### config.mk
export PLATFORM = sky130hd
export DESIGN_NAME = pmlq_regs
export DESIGN_NICKNAME = d
export VERILOG_FILES = /design/src/rtl/pmlq_pkg.sv /design/src/rtl/pmlq_power_fsm.sv /design/src/rtl/pmlq_quality.sv /design/src/rtl/pmlq_regs.sv
export SDC_FILE = /design/constraint.sdc
export NUM_CORES = 1
export LEC_CHECK = 0
export ABC_AREA = 1
export BUFFER_PORTS_ARGS = -buffer_cell sky130_fd_sc_hd__buf_2
export CORE_MARGIN = 10
export CORE_UTILIZATION = 49
export CTS_CLUSTER_DIAMETER = 30
export CTS_CLUSTER_SIZE = 12
export DETAILED_ROUTE_END_ITERATION = 10
export PLACE_DENSITY = 0.75
export RECOVER_POWER = 50
export SYNTH_ARGS = -nofsm -noshare
export SYNTH_HDL_FRONTEND = slang
export SYNTH_SLANG_ARGS = --single-unit
### constraint.sdc
create_clock -name clk -period 1.05 [get_ports clk]
set_input_delay 0.1575 -clock clk [delete_from_list [all_inputs] [get_ports clk]]
set_output_delay 0.1575 -clock clk [all_outputs]
set_load 0.01 [all_outputs]
### src/rtl/pmlq_pkg.sv
// Shared constants and types of the power mode and link quality registers
package pmlq_pkg;

  // ************************************************************
  // Register offsets
  // ************************************************************
  localparam logic [15:0] AUTO_SLEEP_OFS = 16'h018b;
  localparam logic [15:0] PWR_CMD_OFS    = 16'h018c;
  localparam logic [15:0] NOISE_OFS      = 16'h0197;
  localparam logic [15:0] QUALITY_OFS    = 16'h0198;

  // ************************************************************
  // Field positions
  // ************************************************************
  localparam int AUTO_BIT        = 6;
  localparam int SLEEP_SEL_BIT   = 1;
  localparam int LPS_EN_BIT      = 0;
  localparam int RSV_LO_LSB      = 2;
  localparam int RSV_LO_MSB      = 5;
  localparam int RSV_HI_LSB      = 7;
  localparam int SLEEP_REQ_BIT   = 1;
  localparam int FORCE_NORM_BIT  = 0;
  localparam int PWR_RSV_LSB     = 2;
  localparam int NOISE_MSB       = 8;
  localparam int CLASS_LSB       = 8;
  localparam int CLASS_MSB       = 9;
  localparam int INDEX_MSB       = 7;

  // ************************************************************
  // Reset values
  // ************************************************************
  localparam logic       SLEEP_SEL_RST  = 1'h1;
  localparam logic       LPS_EN_RST     = 1'h0;
  localparam logic [3:0] RSV_LO_RST     = 4'h6;
  localparam logic [8:0] RSV_HI_RST     = 9'h000;
  localparam logic       SLEEP_REQ_RST  = 1'h0;
  localparam logic       FORCE_NORM_RST = 1'h0;
  localparam logic [13:0] PWR_RSV_RST   = 14'h0000;
  localparam logic [15:0] RDATA_RST     = 16'h0000;

  // ************************************************************
  // Quality bands: above 70 excellent, 40 up to 70 good
  // ************************************************************
  localparam logic [7:0] INDEX_EXCELLENT_ABOVE = 8'h46;
  localparam logic [7:0] INDEX_GOOD_MIN        = 8'h28;

  typedef enum logic [1:0] {
    CLS_NO_LINK   = 2'b00,
    CLS_POOR      = 2'b01,
    CLS_GOOD      = 2'b10,
    CLS_EXCELLENT = 2'b11
  } pmlq_class_t;

  typedef enum logic [1:0] {
    PST_NORMAL  = 2'b00,
    PST_LPS_TX  = 2'b01,
    PST_SLEEP   = 2'b10,
    PST_STANDBY = 2'b11
  } pmlq_pstate_t;

endpackage

### src/rtl/pmlq_power_fsm.sv
// Power state machine: Normal, sleep request, Sleep and Standby
`timescale 1ns/1ps
`default_nettype none
module pmlq_power_fsm
  import pmlq_pkg::*;
(
  input  wire logic             clk,
  input  wire logic             reset_n,
  input  wire logic             clk_en,
  input  wire logic             sleep_req,
  input  wire logic             lps_en_next,
  input  wire logic             sleep_sel,
  input  wire logic             force_normal,
  input  wire logic             neg_done,
  input  wire logic             wake_req,
  output logic                  standby_exit,
  output pmlq_pkg::pmlq_pstate_t state_q,
  output logic                  send_code_q
);

  pmlq_pstate_t state_d;
  logic         send_code_d;

  // Next state; forcing Normal beats every other move
  always_comb begin
    state_d      = state_q;
    standby_exit = 1'b0;
    case (state_q)
      PST_NORMAL: begin
        if (sleep_req && !force_normal) begin
          state_d = PST_LPS_TX;
        end
      end
      PST_LPS_TX: begin
        if (force_normal || !sleep_req) begin
          state_d = PST_NORMAL;
        end else if (neg_done && send_code_q) begin
          state_d = sleep_sel ? PST_SLEEP : PST_STANDBY;
        end
      end
      PST_SLEEP: begin
        if (force_normal || wake_req) begin
          state_d = PST_NORMAL;
        end
      end
      PST_STANDBY: begin
        if (force_normal || wake_req) begin
          state_d      = PST_NORMAL;
          standby_exit = 1'b1;
        end
      end
      default: begin
        state_d = PST_NORMAL;
      end
    endcase
    // Uses the next enable value so a cleared bit stops codes at once
    send_code_d = (state_d == PST_LPS_TX) && lps_en_next;
  end

  // State registers
  always_ff @(posedge clk or negedge reset_n) begin
    if (!reset_n) begin
      state_q     <= PST_NORMAL;
      send_code_q <= 1'b0;
    end else if (clk_en) begin
      state_q     <= state_d;
      send_code_q <= send_code_d;
    end
  end

endmodule
`default_nettype wire

### src/rtl/pmlq_quality.sv
// Noise ratio and quality index capture with class derivation
`timescale 1ns/1ps
`default_nettype none
module pmlq_quality
  import pmlq_pkg::*;
(
  input  wire logic            clk,
  input  wire logic            reset_n,
  input  wire logic            clk_en,
  input  wire logic            link_up,
  input  wire logic            meas_valid,
  input  wire logic [8:0]      meas_snr,
  input  wire logic [7:0]      meas_sqi,
  output logic [8:0]           noise_q,
  output logic [7:0]           index_q,
  output pmlq_pkg::pmlq_class_t class_q
);

  logic [8:0]  noise_d;
  logic [7:0]  index_d;
  pmlq_class_t class_d;

  // Class comes from the very sample that loads the index
  always_comb begin
    noise_d = noise_q;
    index_d = index_q;
    class_d = class_q;
    if (!link_up) begin
      index_d = 8'h00;
      class_d = CLS_NO_LINK;
    end else if (meas_valid) begin
      noise_d = meas_snr;
      index_d = meas_sqi;
      if (meas_sqi > INDEX_EXCELLENT_ABOVE) begin
        class_d = CLS_EXCELLENT;
      end else if (meas_sqi >= INDEX_GOOD_MIN) begin
        class_d = CLS_GOOD;
      end else begin
        class_d = CLS_POOR;
      end
    end
  end

  // Result registers
  always_ff @(posedge clk or negedge reset_n) begin
    if (!reset_n) begin
      noise_q <= 9'h000;
      index_q <= 8'h00;
      class_q <= CLS_NO_LINK;
    end else if (clk_en) begin
      noise_q <= noise_d;
      index_q <= index_d;
      class_q <= class_d;
    end
  end

endmodule
`default_nettype wire

### src/rtl/pmlq_regs.sv
// Power mode and link quality register bank with strap capture
//
// Function
// - Autonomy bit loads from the strap
// - Autonomy bit reads zero after first access
// - Managed mode only from strap, caught after reset release
// - After negotiation: Sleep if selected, else Standby
// - Sleep codes sent only while permitted
// - Sleep request bit starts sleep code transmission
// - Force-normal bit forces the Normal state
// - Force-normal self-clears only on Standby to Normal; a write of zero also clears it
// - Noise field holds ten times NOISE_RATIO_RESULT in dB
// - Class field encodes link quality band
// - Index thresholds: above 70, 40 to 70
// - Class and index come from one sample
`timescale 1ns/1ps
`default_nettype none
module pmlq_regs
  import pmlq_pkg::*;
#(
  parameter int ADDR_W = 16
)(
  input  wire logic              clk,
  input  wire logic              reset_n,
  input  wire logic              clk_en,
  input  wire logic              strap_autonomous,
  input  wire logic [ADDR_W-1:0] reg_addr,
  input  wire logic [15:0]       reg_wdata,
  input  wire logic              reg_wr,
  input  wire logic              reg_rd,
  output logic [15:0]            reg_rdata,
  input  wire logic              link_up,
  input  wire logic              neg_done,
  input  wire logic              wake_req,
  input  wire logic              meas_valid,
  input  wire logic [8:0]        meas_snr,
  input  wire logic [7:0]        meas_sqi,
  output logic                   managed_mode,
  output pmlq_pkg::pmlq_pstate_t power_state,
  output logic                   send_sleep_code
);

  // ************************************************************
  // Elaboration checks
  // ************************************************************
  // The highest offset needs nine address bits
  if (ADDR_W < 9 || ADDR_W > 16) begin : g_addr_chk
    $error("pmlq_regs: ADDR_W must lie between 9 and 16");
  end

  // ************************************************************
  // Address decode
  // ************************************************************
  logic [15:0] addr_full;
  logic        hit_auto;
  logic        hit_pwr;
  logic        hit_noise;
  logic        hit_quality;
  logic        wr_auto;
  logic        wr_pwr;
  logic        acc_auto;

  // Upper address bits beyond the port width read as zero
  always_comb begin
    addr_full              = 16'h0000;
    addr_full[ADDR_W-1:0]  = reg_addr;
    hit_auto    = (addr_full == AUTO_SLEEP_OFS);
    hit_pwr     = (addr_full == PWR_CMD_OFS);
    hit_noise   = (addr_full == NOISE_OFS);
    hit_quality = (addr_full == QUALITY_OFS);
    wr_auto     = reg_wr && hit_auto;
    wr_pwr      = reg_wr && hit_pwr;
    acc_auto    = (reg_wr || reg_rd) && hit_auto;
  end

  // ************************************************************
  // Strap capture and autonomy bit
  // ************************************************************
  logic strap_taken_q;
  logic strap_taken_d;
  logic auto_q;
  logic auto_d;
  logic auto_used_q;
  logic auto_used_d;
  logic managed_q;
  logic managed_d;

  // The strap is caught at the first enabled edge after release,
  // never by the reset itself; later writes cannot alter the mode
  always_comb begin
    strap_taken_d = strap_taken_q;
    auto_d        = auto_q;
    managed_d     = managed_q;
    auto_used_d   = auto_used_q;
    if (!strap_taken_q) begin
      strap_taken_d = 1'b1;
      auto_d        = strap_autonomous;
      managed_d     = !strap_autonomous;
    end
    if (acc_auto) begin
      auto_used_d = 1'b1;
    end
  end

  // Strap registers
  always_ff @(posedge clk or negedge reset_n) begin
    if (!reset_n) begin
      strap_taken_q <= 1'b0;
      auto_q        <= 1'b0;
      auto_used_q   <= 1'b0;
      managed_q     <= 1'b0;
    end else if (clk_en) begin
      strap_taken_q <= strap_taken_d;
      auto_q        <= auto_d;
      auto_used_q   <= auto_used_d;
      managed_q     <= managed_d;
    end
  end

  assign managed_mode = managed_q;

  // ************************************************************
  // Autonomy and sleep control register
  // ************************************************************
  logic       sleep_sel_q;
  logic       sleep_sel_d;
  logic       lps_en_q;
  logic       lps_en_d;
  logic [3:0] rsv_lo_q;
  logic [3:0] rsv_lo_d;
  logic [8:0] rsv_hi_q;
  logic [8:0] rsv_hi_d;

  // Plain read/write fields; the autonomy bit has no storage here
  always_comb begin
    sleep_sel_d = sleep_sel_q;
    lps_en_d    = lps_en_q;
    rsv_lo_d    = rsv_lo_q;
    rsv_hi_d    = rsv_hi_q;
    if (wr_auto) begin
      sleep_sel_d = reg_wdata[SLEEP_SEL_BIT];
      lps_en_d    = reg_wdata[LPS_EN_BIT];
      rsv_lo_d    = reg_wdata[RSV_LO_MSB:RSV_LO_LSB];
      rsv_hi_d    = reg_wdata[15:RSV_HI_LSB];
    end
  end

  // Control registers
  always_ff @(posedge clk or negedge reset_n) begin
    if (!reset_n) begin
      sleep_sel_q <= SLEEP_SEL_RST;
      lps_en_q    <= LPS_EN_RST;
      rsv_lo_q    <= RSV_LO_RST;
      rsv_hi_q    <= RSV_HI_RST;
    end else if (clk_en) begin
      sleep_sel_q <= sleep_sel_d;
      lps_en_q    <= lps_en_d;
      rsv_lo_q    <= rsv_lo_d;
      rsv_hi_q    <= rsv_hi_d;
    end
  end

  // ************************************************************
  // Power state command register
  // ************************************************************
  logic        sleep_req_q;
  logic        sleep_req_d;
  logic        force_norm_q;
  logic        force_norm_d;
  logic [13:0] pwr_rsv_q;
  logic [13:0] pwr_rsv_d;
  logic        standby_exit;

  // A write of one that meets the self-clear wins over the clear,
  // so a fresh force request is never lost
  always_comb begin
    sleep_req_d  = sleep_req_q;
    force_norm_d = force_norm_q;
    pwr_rsv_d    = pwr_rsv_q;
    if (standby_exit) begin
      force_norm_d = 1'b0;
    end
    if (wr_pwr) begin
      sleep_req_d = reg_wdata[SLEEP_REQ_BIT];
      pwr_rsv_d   = reg_wdata[15:PWR_RSV_LSB];
      if (reg_wdata[FORCE_NORM_BIT]) begin
        force_norm_d = 1'b1;
      end else if (!standby_exit) begin
        force_norm_d = 1'b0;
      end
    end
  end

  // Command registers
  always_ff @(posedge clk or negedge reset_n) begin
    if (!reset_n) begin
      sleep_req_q  <= SLEEP_REQ_RST;
      force_norm_q <= FORCE_NORM_RST;
      pwr_rsv_q    <= PWR_RSV_RST;
    end else if (clk_en) begin
      sleep_req_q  <= sleep_req_d;
      force_norm_q <= force_norm_d;
      pwr_rsv_q    <= pwr_rsv_d;
    end
  end

  // ************************************************************
  // Power state machine
  // ************************************************************
  // Negotiation completes only while codes are on the line
  pmlq_power_fsm u_power_fsm (
    .clk          (clk),
    .reset_n      (reset_n),
    .clk_en       (clk_en),
    .sleep_req    (sleep_req_q),
    .lps_en_next  (lps_en_d),
    .sleep_sel    (sleep_sel_q),
    .force_normal (force_norm_q),
    .neg_done     (neg_done),
    .wake_req     (wake_req),
    .standby_exit (standby_exit),
    .state_q      (power_state),
    .send_code_q  (send_sleep_code)
  );

  // ************************************************************
  // Measurement results
  // ************************************************************
  logic [8:0]  noise_val;
  logic [7:0]  index_val;
  pmlq_class_t class_val;

  // Both results are read-only; the bus never reaches them
  pmlq_quality u_quality (
    .clk        (clk),
    .reset_n    (reset_n),
    .clk_en     (clk_en),
    .link_up    (link_up),
    .meas_valid (meas_valid),
    .meas_snr   (meas_snr),
    .meas_sqi   (meas_sqi),
    .noise_q    (noise_val),
    .index_q    (index_val),
    .class_q    (class_val)
  );

  // ************************************************************
  // Read path
  // ************************************************************
  logic [15:0] rdata_d;
  logic [15:0] rdata_q;

  // Data stand only in the cycle after the read strobe; unmapped
  // offsets and reserved result bits read zero
  always_comb begin
    rdata_d = RDATA_RST;
    if (reg_rd) begin
      if (hit_auto) begin
        rdata_d[15:RSV_HI_LSB]         = rsv_hi_q;
        rdata_d[AUTO_BIT]              = auto_q && !auto_used_q;
        rdata_d[RSV_LO_MSB:RSV_LO_LSB] = rsv_lo_q;
        rdata_d[SLEEP_SEL_BIT]         = sleep_sel_q;
        rdata_d[LPS_EN_BIT]            = lps_en_q;
      end else if (hit_pwr) begin
        rdata_d[15:PWR_RSV_LSB]   = pwr_rsv_q;
        rdata_d[SLEEP_REQ_BIT]    = sleep_req_q;
        rdata_d[FORCE_NORM_BIT]   = force_norm_q;
      end else if (hit_noise) begin
        rdata_d[NOISE_MSB:0]      = noise_val;
      end else if (hit_quality) begin
        rdata_d[CLASS_MSB:CLASS_LSB] = class_val;
        rdata_d[INDEX_MSB:0]         = index_val;
      end
    end
  end

  // Read data register
  always_ff @(posedge clk or negedge reset_n) begin
    if (!reset_n) begin
      rdata_q <= RDATA_RST;
    end else if (clk_en) begin
      rdata_q <= rdata_d;
    end
  end

  assign reg_rdata = rdata_q;

endmodule
`default_nettype wire

# Yosys cells after proc, flatten, opt, wreduce, memory -nomap -nowiden
# Index checks and enable logic that the tools add are counted.
dict set report word_totals {
  in_bits 59
  output_inout_bits 20
  reg_bits 73
  word_cells 77
}
dict set report op_classes {
  n_reduce_logical 22
  n_bitwise 1
  muxes 26
  magnitude_cmp 2
  eq_ne 9
}
# cell count
set op_table {}
lappend op_table {{16-bit by 9-bit == test with 1-bit output (second input constant)} 4}
lappend op_table {{16-bit two-way mux} 2}
lappend op_table {{10-bit two-way mux} 2}
lappend op_table {{2-bit two-way mux} 8}
lappend op_table {{8-bit two-way mux} 2}
lappend op_table {{2-bit AND reduction} 5}
lappend op_table {{1-bit two-way mux} 9}
lappend op_table {{9-bit two-way mux} 1}
lappend op_table {{8-bit by 6-bit greater-or-equal comparator with 1-bit output (second input constant)} 1}
lappend op_table {{8-bit by 7-bit > comparator with 1-bit output (second input constant)} 1}
lappend op_table {{1-bit logical AND} 7}
lappend op_table {{6-bit two-way mux} 1}
lappend op_table {{2-bit case mux with 3 select lines} 1}
lappend op_table {{2-bit by 1-bit == test with 1-bit output (second input constant)} 2}
lappend op_table {{2-bit == test (second input constant)} 2}
lappend op_table {{1-bit zero test} 4}
lappend op_table {{1-bit logical OR} 3}
lappend op_table {{3-bit AND reduction} 1}
lappend op_table {{2-bit zero test} 1}
lappend op_table {{2-bit by 1-bit != test with 1-bit output (second input constant)} 1}
lappend op_table {{2-bit OR reduction} 1}
lappend op_table {{1-bit NOT} 1}

# Depth between registers and ports, before layout
# Gate-level depths: netlist of the first run.
dict set report depth {
  depth_word 7
  depth_mapped 11
  ltp_nobuf 10
}

# Modules after synthesis
# Synthesis of the first run repeated with hierarchy kept, for this count alone.
dict set report hier_totals {
  hier_cells 501
  hier_area_um2 3671.0
}
# mod n_inst cells_each area_each_um2 seq_area_each_um2
set modules_own_cells {}
lappend modules_own_cells {pmlq_regs 1 380 2685.1 1280.0}
lappend modules_own_cells {pmlq_quality 1 92 794.5 475.5}
lappend modules_own_cells {pmlq_power_fsm 1 29 191.4 75.1}

# Worst setup path after synthesis of the first run
# No wires, ideal clock.
dict set report synth_timing {
  path_kind {input to register}
  start {in reg_addr[1]}
  end {reg pwr_rsv_q[1]}
  setup_ns 0.117
  arrival_time_ns 1.129
  n_path_buf 2
  path_slack_ns -0.197
  cell_stages 9
  cell_sequence {nor2_2 -> nand3_1 -> nor2_4 -> and2_4 -> buf_8 -> nand3_4 -> buf_6 -> nand2_2 -> o21ai_2}
}
dict set report synth_between {
  elab_chain_len 3
}
# element line
set synth_lines {}
lappend synth_lines {{start: declaration} pmlq_regs.sv:27} ;# input wire logic [ADDR_W-1:0] reg_addr,
lappend synth_lines {{16-bit by 9-bit == test with 1-bit output} pmlq_regs.sv:68} ;# hit_pwr = (addr_full == PWR_CMD_OFS);
lappend synth_lines {{1-bit logical AND} pmlq_regs.sv:72} ;# wr_pwr = reg_wr && hit_pwr;
lappend synth_lines {{2-bit AND reduction (no source line)} -}
lappend synth_lines {{end signal: assignment} pmlq_regs.sv:203} ;# pwr_rsv_q <= pwr_rsv_d;
lappend synth_lines {{end: declaration} pmlq_regs.sv:170} ;# logic [13:0] pwr_rsv_q;
# Every way passes these cells.
# A chain may end at the register's enable or synchronous reset.

# Final worst setup path of the first run
dict set report layout_timing {
  start {in reg_addr[12]}
  end {reg rdata_q[6] (netlist: reg_rdata[6])}
}
dict set report layout_between {
  elab_chain_len 6
}
# element line
set layout_lines {}
lappend layout_lines {{16-bit by 9-bit == test with 1-bit output} pmlq_regs.sv:70} ;# hit_quality = (addr_full == QUALITY_OFS);
lappend layout_lines {{10-bit two-way mux} pmlq_regs.sv:270} ;# end else if (hit_quality) begin
lappend layout_lines {{9-bit two-way mux} pmlq_regs.sv:268} ;# end else if (hit_noise) begin
lappend layout_lines {{10-bit two-way mux} pmlq_regs.sv:264} ;# end else if (hit_pwr) begin
lappend layout_lines {{16-bit two-way mux *} pmlq_regs.sv:258} ;# if (hit_auto) begin
lappend layout_lines {{16-bit two-way mux *} pmlq_regs.sv:257} ;# if (reg_rd) begin
lappend layout_lines {{end signal: assignment} pmlq_regs.sv:282} ;# rdata_q <= rdata_d;
lappend layout_lines {{end: declaration} pmlq_regs.sv:251} ;# logic [15:0] rdata_q;
# Every way passes the cells marked *; elsewhere a longest branch is shown, timed or not.

==> results.py, run 1 <==
metrics = {
    "grt": {
        "grt_pass1_wl_um": 17740,
        "grt_max_degree": 20,
        "track_usage_pct": 18.99,
        "antenna_found_initial": 0,
        "overflow": 0,
        "grt_pass1_vias": 3834,
    },
    "cells_and_area": {
        "utilization_pct": 76.58,
        "final_common_cell": "nand2_1",
        "fill_cells": 447,
        "fin_nets": 680,
        "drive_gt1_share_pct": 44.41,
        "final_cell_mix": "nand2_1, dfrtp_1, buf_2, inv_1, buf_4",
        "areaGrowthSynthToFinish_pct": 49.97,
        "diodes": 0,
    },
    "run_status": {
        "violations": "setup timing",
        "status": "finished, violations left",
    },
    "timing": {
        "rsz0062_at_grt": "yes",
        "tns_ns": -2.940,
        "finalSetupViolations": 48,
        "slew_headroom_pct": 68.70,
        "timing.final.ws_setup_ns": -0.1146,
        "fin_crit_ns": 1.165,
        "fin_crit_sh_pct": 110.9,
        "slew_viol_final": 0,
        "fin_skew_ns": 0.008785,
        "max_freq_mhz": 858.6,
        "hold_violations": 0,
        "worstMarginPinSlew_ns": 0.4695,
    },
    "worst_hold_path": {
        "hold_path.class": "input pin to register",
    },
    "clock_network": {
        "cts_tree": "done",
        "cts-root-buf": "clkbuf_8",
        "clk_pin_slew_ns": 0.09,
        "clock_path_buffers": 2,
        "htree_num_levels": 3,
        "clock_latency_ns": 0.35,
        "cts_made_buffers": 9,
        "clock_sinks": 73,
    },
    "worst_setup_path": {
        "start_kind": "input pin",
        "cp_max_fo": 8,
        "worst_setup_path_end_kind": "register",
        "cp_cell_sequence": "buf_2 > nor2_4 > nand2_2 > nor2_4 > buf_6 > nand3_4 > buf_6 > buf_12 > inv_2 > a21oi_1 > nand2_1 > nand2_1",
        "cp.required_ns": 1.29,
        "slowest_stage": "buf_6",
        "max_stage_delay_ns": 0.16,
        "path_class": "input pin to register",
        "crit_family": "buffers and inverters",
        "path_buf_inv": 5,
        "critPathArrivalTime_ns": 1.41,
    },
    "synth": {
        "syn_area_per_cell_sq_um": 7.948,
        "async_flop_share_pct": 100.0,
        "synth_largest_area_cell": "dfrtp_1",
        "yosysSeqAreaShare_pct": 48.90,
        "synth_cell_types": 28,
        "synth_area_leaders": "dfrtp_1, nand2_1, inv_1",
        "syn_inst": 471,
        "synth-seq-cells": 73,
        "yosysTopAreaCellShare_pct": 46.79,
        "ys.flop_type": "dfrtp_1",
        "yosysWarnings": 0,
        "syn_nets": 530,
        "synth_edf_count": 0,
        "syn-cell-area_sq_mm": 0.003744,
    },
    "drt": {
        "routed_wl_um": 12720,
        "ant_nets": 0,
        "viasPerCell": 5.527,
        "vias": 4007,
        "dr.pass1.iters": 5,
        "drt_first_iter_violations": 268,
        "drc": 0,
        "wl_per_cell_um": 17.54,
    },
    "floorplan": {
        "die_x_um": 107.4,
        "start_util_pct": 51.07,
        "core_sq_mm": 0.007331,
        "die_area_sq_mm": 0.01154,
        "ios": 79,
        "fp.dieH_um": 107.4,
        "rows": 31,
    },
    "placed_design": {
        "hpwl_um": 7544,
        "gp_congestion": 0.8774,
        "portBuffers": 78,
    },
    "job": {
        "maxCapViolations": 0,
    },
    "pwr": {
        "total_leakage_power_uw": 0.002940,
        "cellPowerDensity_mw_per_mm2": 1045,
        "ir_drop_v": 0.0007814,
    },
}
-- power by group --
part           total (uW)  switching, uW  internal (uW)  leakage (uW)
clock                2220           1120           1100     0.0000994
combinational         677            394            284       0.00188
sequential           2970           54.9           2920      0.000961
total                5870           1570           4300       0.00294
-- sequential cells by signal (all words and copies together), names as in the netlist, 2 cells and up --
name	count
pwr_rsv_q	14
u_quality.class_q	2
u_quality.noise_q	9
reg_rdata	16
rsv_hi_q	9
rsv_lo_q	4
u_power_fsm.state_q	2
u_quality.index_q	8
-- area by class of cell --
type	instances	area, sq um	share of cell area, %
tap	99	123.9	2.206
multi-input combinational	319	1938	34.52
sequential	73	1833	32.65
timing repair buffer	156	1280	22.80
clock buffer	9	123.9	2.206
clock inverter	7	70.07	1.248
inverter	62	245.2	4.368
-- synth_stat cells, types with 3 or more instances --
library cell / instances
a21oi_1: 14
buf_2: 6
buf_6: 3
clkbuf_1: 7
dfrtp_1: 70
dfstp_2: 3
inv_1: 61
nand2_1: 124
nand2_2: 15
nand3_1: 39
nand4_1: 16
nor2_1: 45
nor2_2: 6
nor2_4: 4
o21ai_0: 9
o21ai_1: 15
o21ai_2: 15
o22ai_1: 6
-- layer usage --
layer / up-vias / share of wire (%) / GRT usage, %
li1: 1805 / - / -
met1: 1910 / 39 / 22.66
met2: 232 / 48 / 31.98
met3: 60 / 7.6 / 3.593
met4: 0 / 5.2 / 9.542
met5: - / 0 / 0
-- stage by stage --
step / hold slack, ns / setup slack (ns) / cell area [sq um] / power [uW] / std cells
floorplan: -0.1381 / -0.1782 / 3849 / 3267 / 471
global placement: 0.1209 / -0.3488 / 4638 / 3633 / 676
detailed placement: 0.1215 / -0.3933 / 4638 / 3652 / 676
CTS: 0.007538 / -0.07318 / 5221 / 5832 / 708
global route: 0.01688 / -0.1732 / 5614 / 6076 / 725
finish: 0.01029 / -0.1146 / 5614 / 5866 / 725
-- path summary, 6_finish.rpt --
| path | depth (start not counted) | from | to | slack [ns] |
|---|---|---|---|---|
| max | 12 | reg_addr[12] | reg_rdata[6] | -0.11 |
| min | 2 | strap_autonomous | managed_mode | 0.01 |
| max reg2reg | 8 | force_norm_q | reg_rdata[0] | -0.09 |
| min reg2reg | 2 | reg_rdata[1] | reg_rdata[1] | 0.48 |
| max in group asynchronous | 3 | reset_n | reg_rdata[10] | 0.07 |
| min in group asynchronous | 2 | reset_n | u_quality.noise_q[5] | 0.29 |
-- timing repair --
action	CTS	global route
setup endpoints to repair	41	69
hold endpoints to repair	6	0
buffers inserted	13	14
resized for setup	51	67
gates cloned	4	3
pin swaps	14	20
hold buffers	1	0
-- worst register-to-register path, delay by kind of cell, from the launching register on --
kind / cells / cell delay, ns
buffers and inverters: 3 / 0.35
DFF: 1 / 0.41
and+or+nand+nor: 5 / 0.28
-- cell families (layout without fill, tap and decap cells) --
group           count (synthesis)  after routing  share of synthesized area, %
compound gates                 60             60                         9.793
buf+inv                        79            234                         9.024
flops                          73             73                         48.90
mux                             2              2                        0.6016
simple gates                  257            257                         31.68
Note: power is estimated with default switching activity, not from simulation.
==> run 2: changes to the inputs <==
--- a/config.mk
+++ b/config.mk
@@ -5,14 +5,14 @@
 export SDC_FILE = /design/constraint.sdc
 export NUM_CORES = 1
 export LEC_CHECK = 0
-export ABC_AREA = 1
+export ABC_AREA = 0
 export BUFFER_PORTS_ARGS = -buffer_cell sky130_fd_sc_hd__buf_2
 export CORE_MARGIN = 10
-export CORE_UTILIZATION = 49
+export CORE_UTILIZATION = 48
 export CTS_CLUSTER_DIAMETER = 30
 export CTS_CLUSTER_SIZE = 12
 export DETAILED_ROUTE_END_ITERATION = 10
-export PLACE_DENSITY = 0.75
+export PLACE_DENSITY = 0.74
 export RECOVER_POWER = 50
 export SYNTH_ARGS = -nofsm -noshare
 export SYNTH_HDL_FRONTEND = slang
==> run 2 against run 1 <==
Utilization is 6.5 points lower; die area is 5.5% lower; critical path depth down 7; sequential power is 1% higher; via count decreased by 24%; worst hold slack better by 0.016 ns; the run still ends with setup timing left.
==> results.py, run 2 <==
metrics = {
    "drt": {
        "drt_first_iter_violations": 192,
        "dr.pass1.iters": 8,
        "drc": 0,
        "vias": 3058,
        "routed_wl_um": 10130,
        "viasPerCell": 5.590,
        "wl_per_cell_um": 18.51,
        "ant_nets": 0,
    },
    "timing": {
        "fin_crit_ns": 1.547,
        "rsz0062_at_grt": "yes",
        "max_freq_mhz": 646.4,
        "tns_ns": -20.51,
        "slew_viol_final": 0,
        "finalSetupViolations": 58,
        "whs_ns": 0.02590,
        "fin_crit_sh_pct": 147.3,
        "hold_violations": 0,
        "worstMarginPinSlew_ns": 0.4136,
        "slew_headroom_pct": 72.04,
        "timing.final.ws_setup_ns": -0.4969,
        "fin_skew_ns": 0.007794,
    },
    "synth": {
        "synth_area_leaders": "dfrtp_1, mux2_2, o21ai_0",
        "synth-seq-cells": 73,
        "yosysWarnings": 0,
        "syn_inst": 303,
        "async_flop_share_pct": 100.0,
        "synth_largest_area_cell": "dfrtp_1",
        "synth_edf_count": 0,
        "syn-cell-area_sq_mm": 0.003418,
        "yosysTopAreaCellShare_pct": 51.24,
        "ys.flop_type": "dfrtp_1",
        "synth_common_cells": "dfrtp_1, mux2_2, o21ai_0, inv_1, nand2_1",
        "syn_area_per_cell_sq_um": 11.28,
        "synth_cell_types": 49,
        "synth.most_common_cell": "dfrtp_1",
        "syn_nets": 362,
        "yosysSeqAreaShare_pct": 53.55,
    },
    "cells_and_area": {
        "fin_nets": 505,
        "largest_reg_flops": 16,
        "drive_gt1_share_pct": 51.44,
        "final_cell_mix": "dfrtp_1, buf_2, buf_4, mux2_2, inv_1",
        "diodes": 0,
        "areaGrowthSynthToFinish_pct": 40.85,
        "final_common_cell": "dfrtp_1",
    },
    "pwr": {
        "total_leakage_power_uw": 0.002339,
        "cellPowerDensity_mw_per_mm2": 1171,
        "ir_drop_v": 0.0008546,
    },
    "grt": {
        "grt_max_degree": 22,
        "overflow": 0,
        "track_usage_pct": 17.39,
        "grt_pass1_vias": 3209,
        "antenna_found_initial": 0,
        "grt_pass1_wl_um": 15620,
    },
    "worst_setup_path": {
        "critPathArrivalTime_ns": 1.83,
        "cp_cell_sequence": "buf_2 > or4b_4 > or4_4 > nor2_4 > a221o_1",
        "slowest_stage": "or4_4",
        "max_stage_delay_ns": 0.61,
        "cp_max_fo": 7,
        "start_kind": "input pin",
        "cp.required_ns": 1.34,
        "crit_family": "simple AND/OR/NAND/NOR gates",
        "path_buf_inv": 1,
        "worst_setup_path_end_kind": "register",
        "path_class": "input pin to register",
    },
    "clock_network": {
        "cts_made_buffers": 9,
        "clock_latency_ns": 0.35,
        "cts_tree": "done",
        "htree_num_levels": 3,
        "clk_pin_slew_ns": 0.08,
        "clock_sinks": 73,
        "cts-root-buf": "clkbuf_8",
        "clock_path_buffers": 2,
    },
    "floorplan": {
        "rows": 30,
        "die_area_sq_mm": 0.01090,
        "die_x_um": 104.4,
        "fp.dieH_um": 104.4,
        "ios": 79,
        "start_util_pct": 49.76,
        "core_sq_mm": 0.006869,
    },
    "placed_design": {
        "gp_congestion": 0.8774,
        "portBuffers": 78,
        "dpl_worst_slack_ns": -0.8702,
        "hpwl_um": 7044,
    },
    "run_status": {
        "status": "finished, violations left",
        "violations": "setup timing",
    },
    "job": {
        "maxCapViolations": 0,
    },
    "worst_hold_path": {
        "hold_path.class": "input pin to register",
    },
}
-- run 2: changes by cell type in the layout (fill, tap and decap cells not counted), sizes merged, moves of 6 or more --
cell | before | now
mux2 | 2 | 41
a21oi | 14 | 5
nor2 | 55 | 4
a221o | 0 | 6
nor2b | 1 | 8
nand3 | 41 | 8
buf | 147 | 137
inv | 63 | 29
nand4 | 16 | 0
nand2 | 140 | 15
-- run 2: per-layer routing --
layer / vias to the layer above / part of all wire [%] / global-route usage [%]
li1: 1403 / - / -
met1: 1509 / 43 / 21.09
met2: 112 / 48 / 27.98
met3: 34 / 5.1 / 4.275
met4: 0 / 3.6 / 8.748
met5: - / 0 / 0
-- run 2: area by class of cell --
class	instances	area, sq um
fillers	498	2054
flip-flops and latches	73	1831
multi-input cells	189	1563
repair buffers	145	1016
clock buffers	10	137.6
well taps	96	120.1
inverters	28	105.1
clock inverters	6	42.54
-- run 2: metrics by stage --
stage,instance area [sq um],cells,util (%),power (uW)
5_1_grt,4815,547,70.09,5871
3_5_place_dp,4300,514,62.60,3633
3_3_place_gp,4300,514,62.60,3612
6_report,4815,547,70.09,5637
4_1_cts,4639,538,67.54,5649
2_1_floorplan,3486,303,-,3268
-- run 2: report_power, final --
part / internal (uW) / switching, uW / leakage [uW]
clock network: 925 / 1090 / 0.0000887
registers: 2930 / 83.4 / 0.000968
logic: 306 / 308 / 0.00128
-- run 2: final timing paths --
check / slack (ns) / startpoint / endpoint / depth (start not counted)
worst max-delay path: -0.50 / reg_addr[5] / reg_rdata[11] / 5
worst max register to register: -0.22 / u_power_fsm.state_q[1] / u_power_fsm.send_code_q / 4
worst min register to register: 0.46 / strap_taken_q / strap_taken_q / 1
max in group asynchronous: 0.11 / reset_n / u_quality.index_q[4] / 3
min in group asynchronous: 0.27 / reset_n / pwr_rsv_q[2] / 2
worst min-delay path: 0.03 / strap_autonomous / managed_mode / 2
-- run 2: kinds of logic (layout without fill, tap and decap cells) --
family,Yosys count,after routing,share of synthesized area (%)
flip-flops,73,73,53.55
AND/OR/NAND/NOR,65,66,12.01
buffers and inverters,42,189,5.015
AO/OA/AOI/OAI,82,82,15.92
multiplexers,41,41,13.51
-- run 2: timing repair --
item	4_1_cts	5_1_grt
hold buffers	1	0
endpoints found under the hold margin	6	0
setup buffers	6	9
pin swaps	6	5
resized for setup	28	28
setup endpoints to repair	56	71
cloned	1	1
-- run 2: worst register-to-register path: cells and delay by family, from the launching register on --
kind / cells / cell delay [ns]
simple gates: 3 / 0.65
compound gates: 1 / 0.15
flops: 1 / 0.40
==> run 3: changes to the inputs <==
--- a/config.mk
+++ b/config.mk
@@ -14,6 +14,7 @@
 export DETAILED_ROUTE_END_ITERATION = 10
 export PLACE_DENSITY = 0.74
 export RECOVER_POWER = 50
+export SKIP_CTS_REPAIR_TIMING = 1
 export SYNTH_ARGS = -nofsm -noshare
 export SYNTH_HDL_FRONTEND = slang
 export SYNTH_SLANG_ARGS = --single-unit
==> run 3 against run 2 <==
The flow still finishes with violations (setup timing); sequential share of layout area rose by 0.55 points; die area stayed put; highest routed layer unchanged; register-to-register slack hardly changed; non-clock buffer count decreased by 2.
==> results.py, run 3 (same netlist as run 2, synthesis figures left out) <==
metrics = {
    "worst_setup_path": {
        "worst_setup_path_end_kind": "register",
        "cp_cell_sequence": "buf_6 > or4b_4 > or4_4 > nor2_4 > a221o_1",
        "start_kind": "input pin",
        "cp_max_fo": 7,
        "path_class": "input pin to register",
        "max_stage_delay_ns": 0.61,
        "slowest_stage": "or4_4",
        "critPathArrivalTime_ns": 1.83,
        "cp.required_ns": 1.33,
    },
    "pwr": {
        "total_leakage_power_uw": 0.002294,
        "ir_drop_v": 0.0008465,
        "cellPowerDensity_mw_per_mm2": 1187,
        "p_total_uw": 5633,
    },
    "grt": {
        "track_usage_pct": 16.74,
        "grt_pass1_vias": 3088,
        "antenna_found_initial": 0,
        "overflow": 0,
        "grt_pass1_wl_um": 15060,
        "grt_max_degree": 22,
    },
    "drt": {
        "viasPerCell": 5.495,
        "dr.pass1.iters": 5,
        "wl_per_cell_um": 17.71,
        "drc": 0,
        "ant_nets": 0,
        "routed_wl_um": 9651,
        "vias": 2995,
        "drt_first_iter_violations": 173,
    },
    "run_status": {
        "violations": "setup timing",
        "status": "finished, violations left",
    },
    "cells_and_area": {
        "final_common_cell": "dfrtp_1",
        "final_cells": 545,
        "drive_gt1_share_pct": 50.56,
        "final_cell_mix": "dfrtp_1, buf_2, buf_4, mux2_2, inv_1",
        "fin_nets": 503,
        "fill_cells": 512,
        "largest_reg_flops": 16,
        "areaGrowthSynthToFinish_pct": 38.84,
        "design_area_sq_mm": 0.004746,
        "diodes": 0,
        "utilization_pct": 69.09,
    },
    "timing": {
        "fin_skew_ns": 0.007684,
        "hold_violations": 0,
        "finalSetupViolations": 54,
        "rsz0062_at_grt": "yes",
        "fin_crit_ns": 1.546,
        "timing.final.ws_setup_ns": -0.4962,
        "fin_crit_sh_pct": 147.3,
        "slew_viol_final": 0,
        "slew_headroom_pct": 72.87,
        "max_freq_mhz": 646.7,
        "worstMarginPinSlew_ns": 0.4070,
    },
    "floorplan": {
        "ios": 79,
        "die_area_sq_mm": 0.01090,
        "start_util_pct": 49.76,
        "die_x_um": 104.4,
        "core_sq_mm": 0.006869,
        "fp.dieH_um": 104.4,
        "rows": 30,
    },
    "clock_network": {
        "cts_made_buffers": 9,
        "clk_pin_slew_ns": 0.08,
        "clock_latency_ns": 0.35,
        "clock_sinks": 73,
        "cts-root-buf": "clkbuf_8",
        "htree_num_levels": 3,
        "clock_path_buffers": 2,
        "cts_tree": "done",
    },
    "placed_design": {
        "hpwl_um": 7044,
        "gp_congestion": 0.8774,
        "dpl_worst_slack_ns": -0.8702,
        "portBuffers": 78,
        "dpl_cell_area_sq_mm": 0.004300,
        "place_inst": 514,
    },
    "job": {
        "maxCapViolations": 0,
    },
    "worst_hold_path": {
        "hold_path.class": "input pin to register",
    },
}
-- run 3: power by group --
group,switching (uW),internal [uW],leakage (uW),total (uW)
registers,85.9,2930,0.000968,3010
clock network,1090,925,0.0000887,2010
logic,301,305,0.00124,606
total,1480,4160,0.00229,5630
-- run 3: area by class of cell --
class | instances | area, sq um | area share [%]
Inverter | 28 | 105.1 | 2.215
Clock inverter | 6 | 42.54 | 0.8964
Tap cell | 96 | 120.1 | 2.531
Sequential cell | 73 | 1831 | 38.57
Timing Repair Buffer | 143 | 970.9 | 20.46
Clock buffer | 10 | 137.6 | 2.900
Multi-Input combinational cell | 189 | 1539 | 32.43
-- run 3: through the flow --
stage          hold slack (ns)  setup TNS [ns]
2_1_floorplan          -0.1381          -32.26
3_3_place_gp            0.1156          -38.87
3_5_place_dp            0.1216          -38.89
4_1_cts                -0.2514          -20.07
5_1_grt                0.03349          -22.69
6_report               0.03203          -20.35
-- run 3: final timing paths --
check	start	to	slack, ns	depth (start not counted)
worst max-delay path	reg_addr[6]	reg_rdata[11]	-0.50	5
worst min-delay path	strap_autonomous	managed_mode	0.03	2
worst max register to register	u_power_fsm.state_q[1]	u_power_fsm.send_code_q	-0.22	4
worst min register to register	strap_taken_q	strap_taken_q	0.46	1
max in group asynchronous	reset_n	u_quality.index_q[4]	0.12	3
min in group asynchronous	reset_n	pwr_rsv_q[5]	0.27	2
-- run 3: layer usage --
layer / part of all wire, % / vias up / global-route usage, %
li1: - / 1396 / -
met1: 44 / 1446 / 20.90
met2: 48 / 128 / 26.90
met3: 6.0 / 25 / 4.151
met4: 2.2 / 0 / 6.859
met5: 0 / - / 0
-- run 3: worst max-delay path: cells and delay by family --
kind	cells	cell delay [ns]
AO/OA/AOI/OAI	1	0.19
AND/OR/NAND/NOR	3	1.38
buffers and inverters	1	0.10
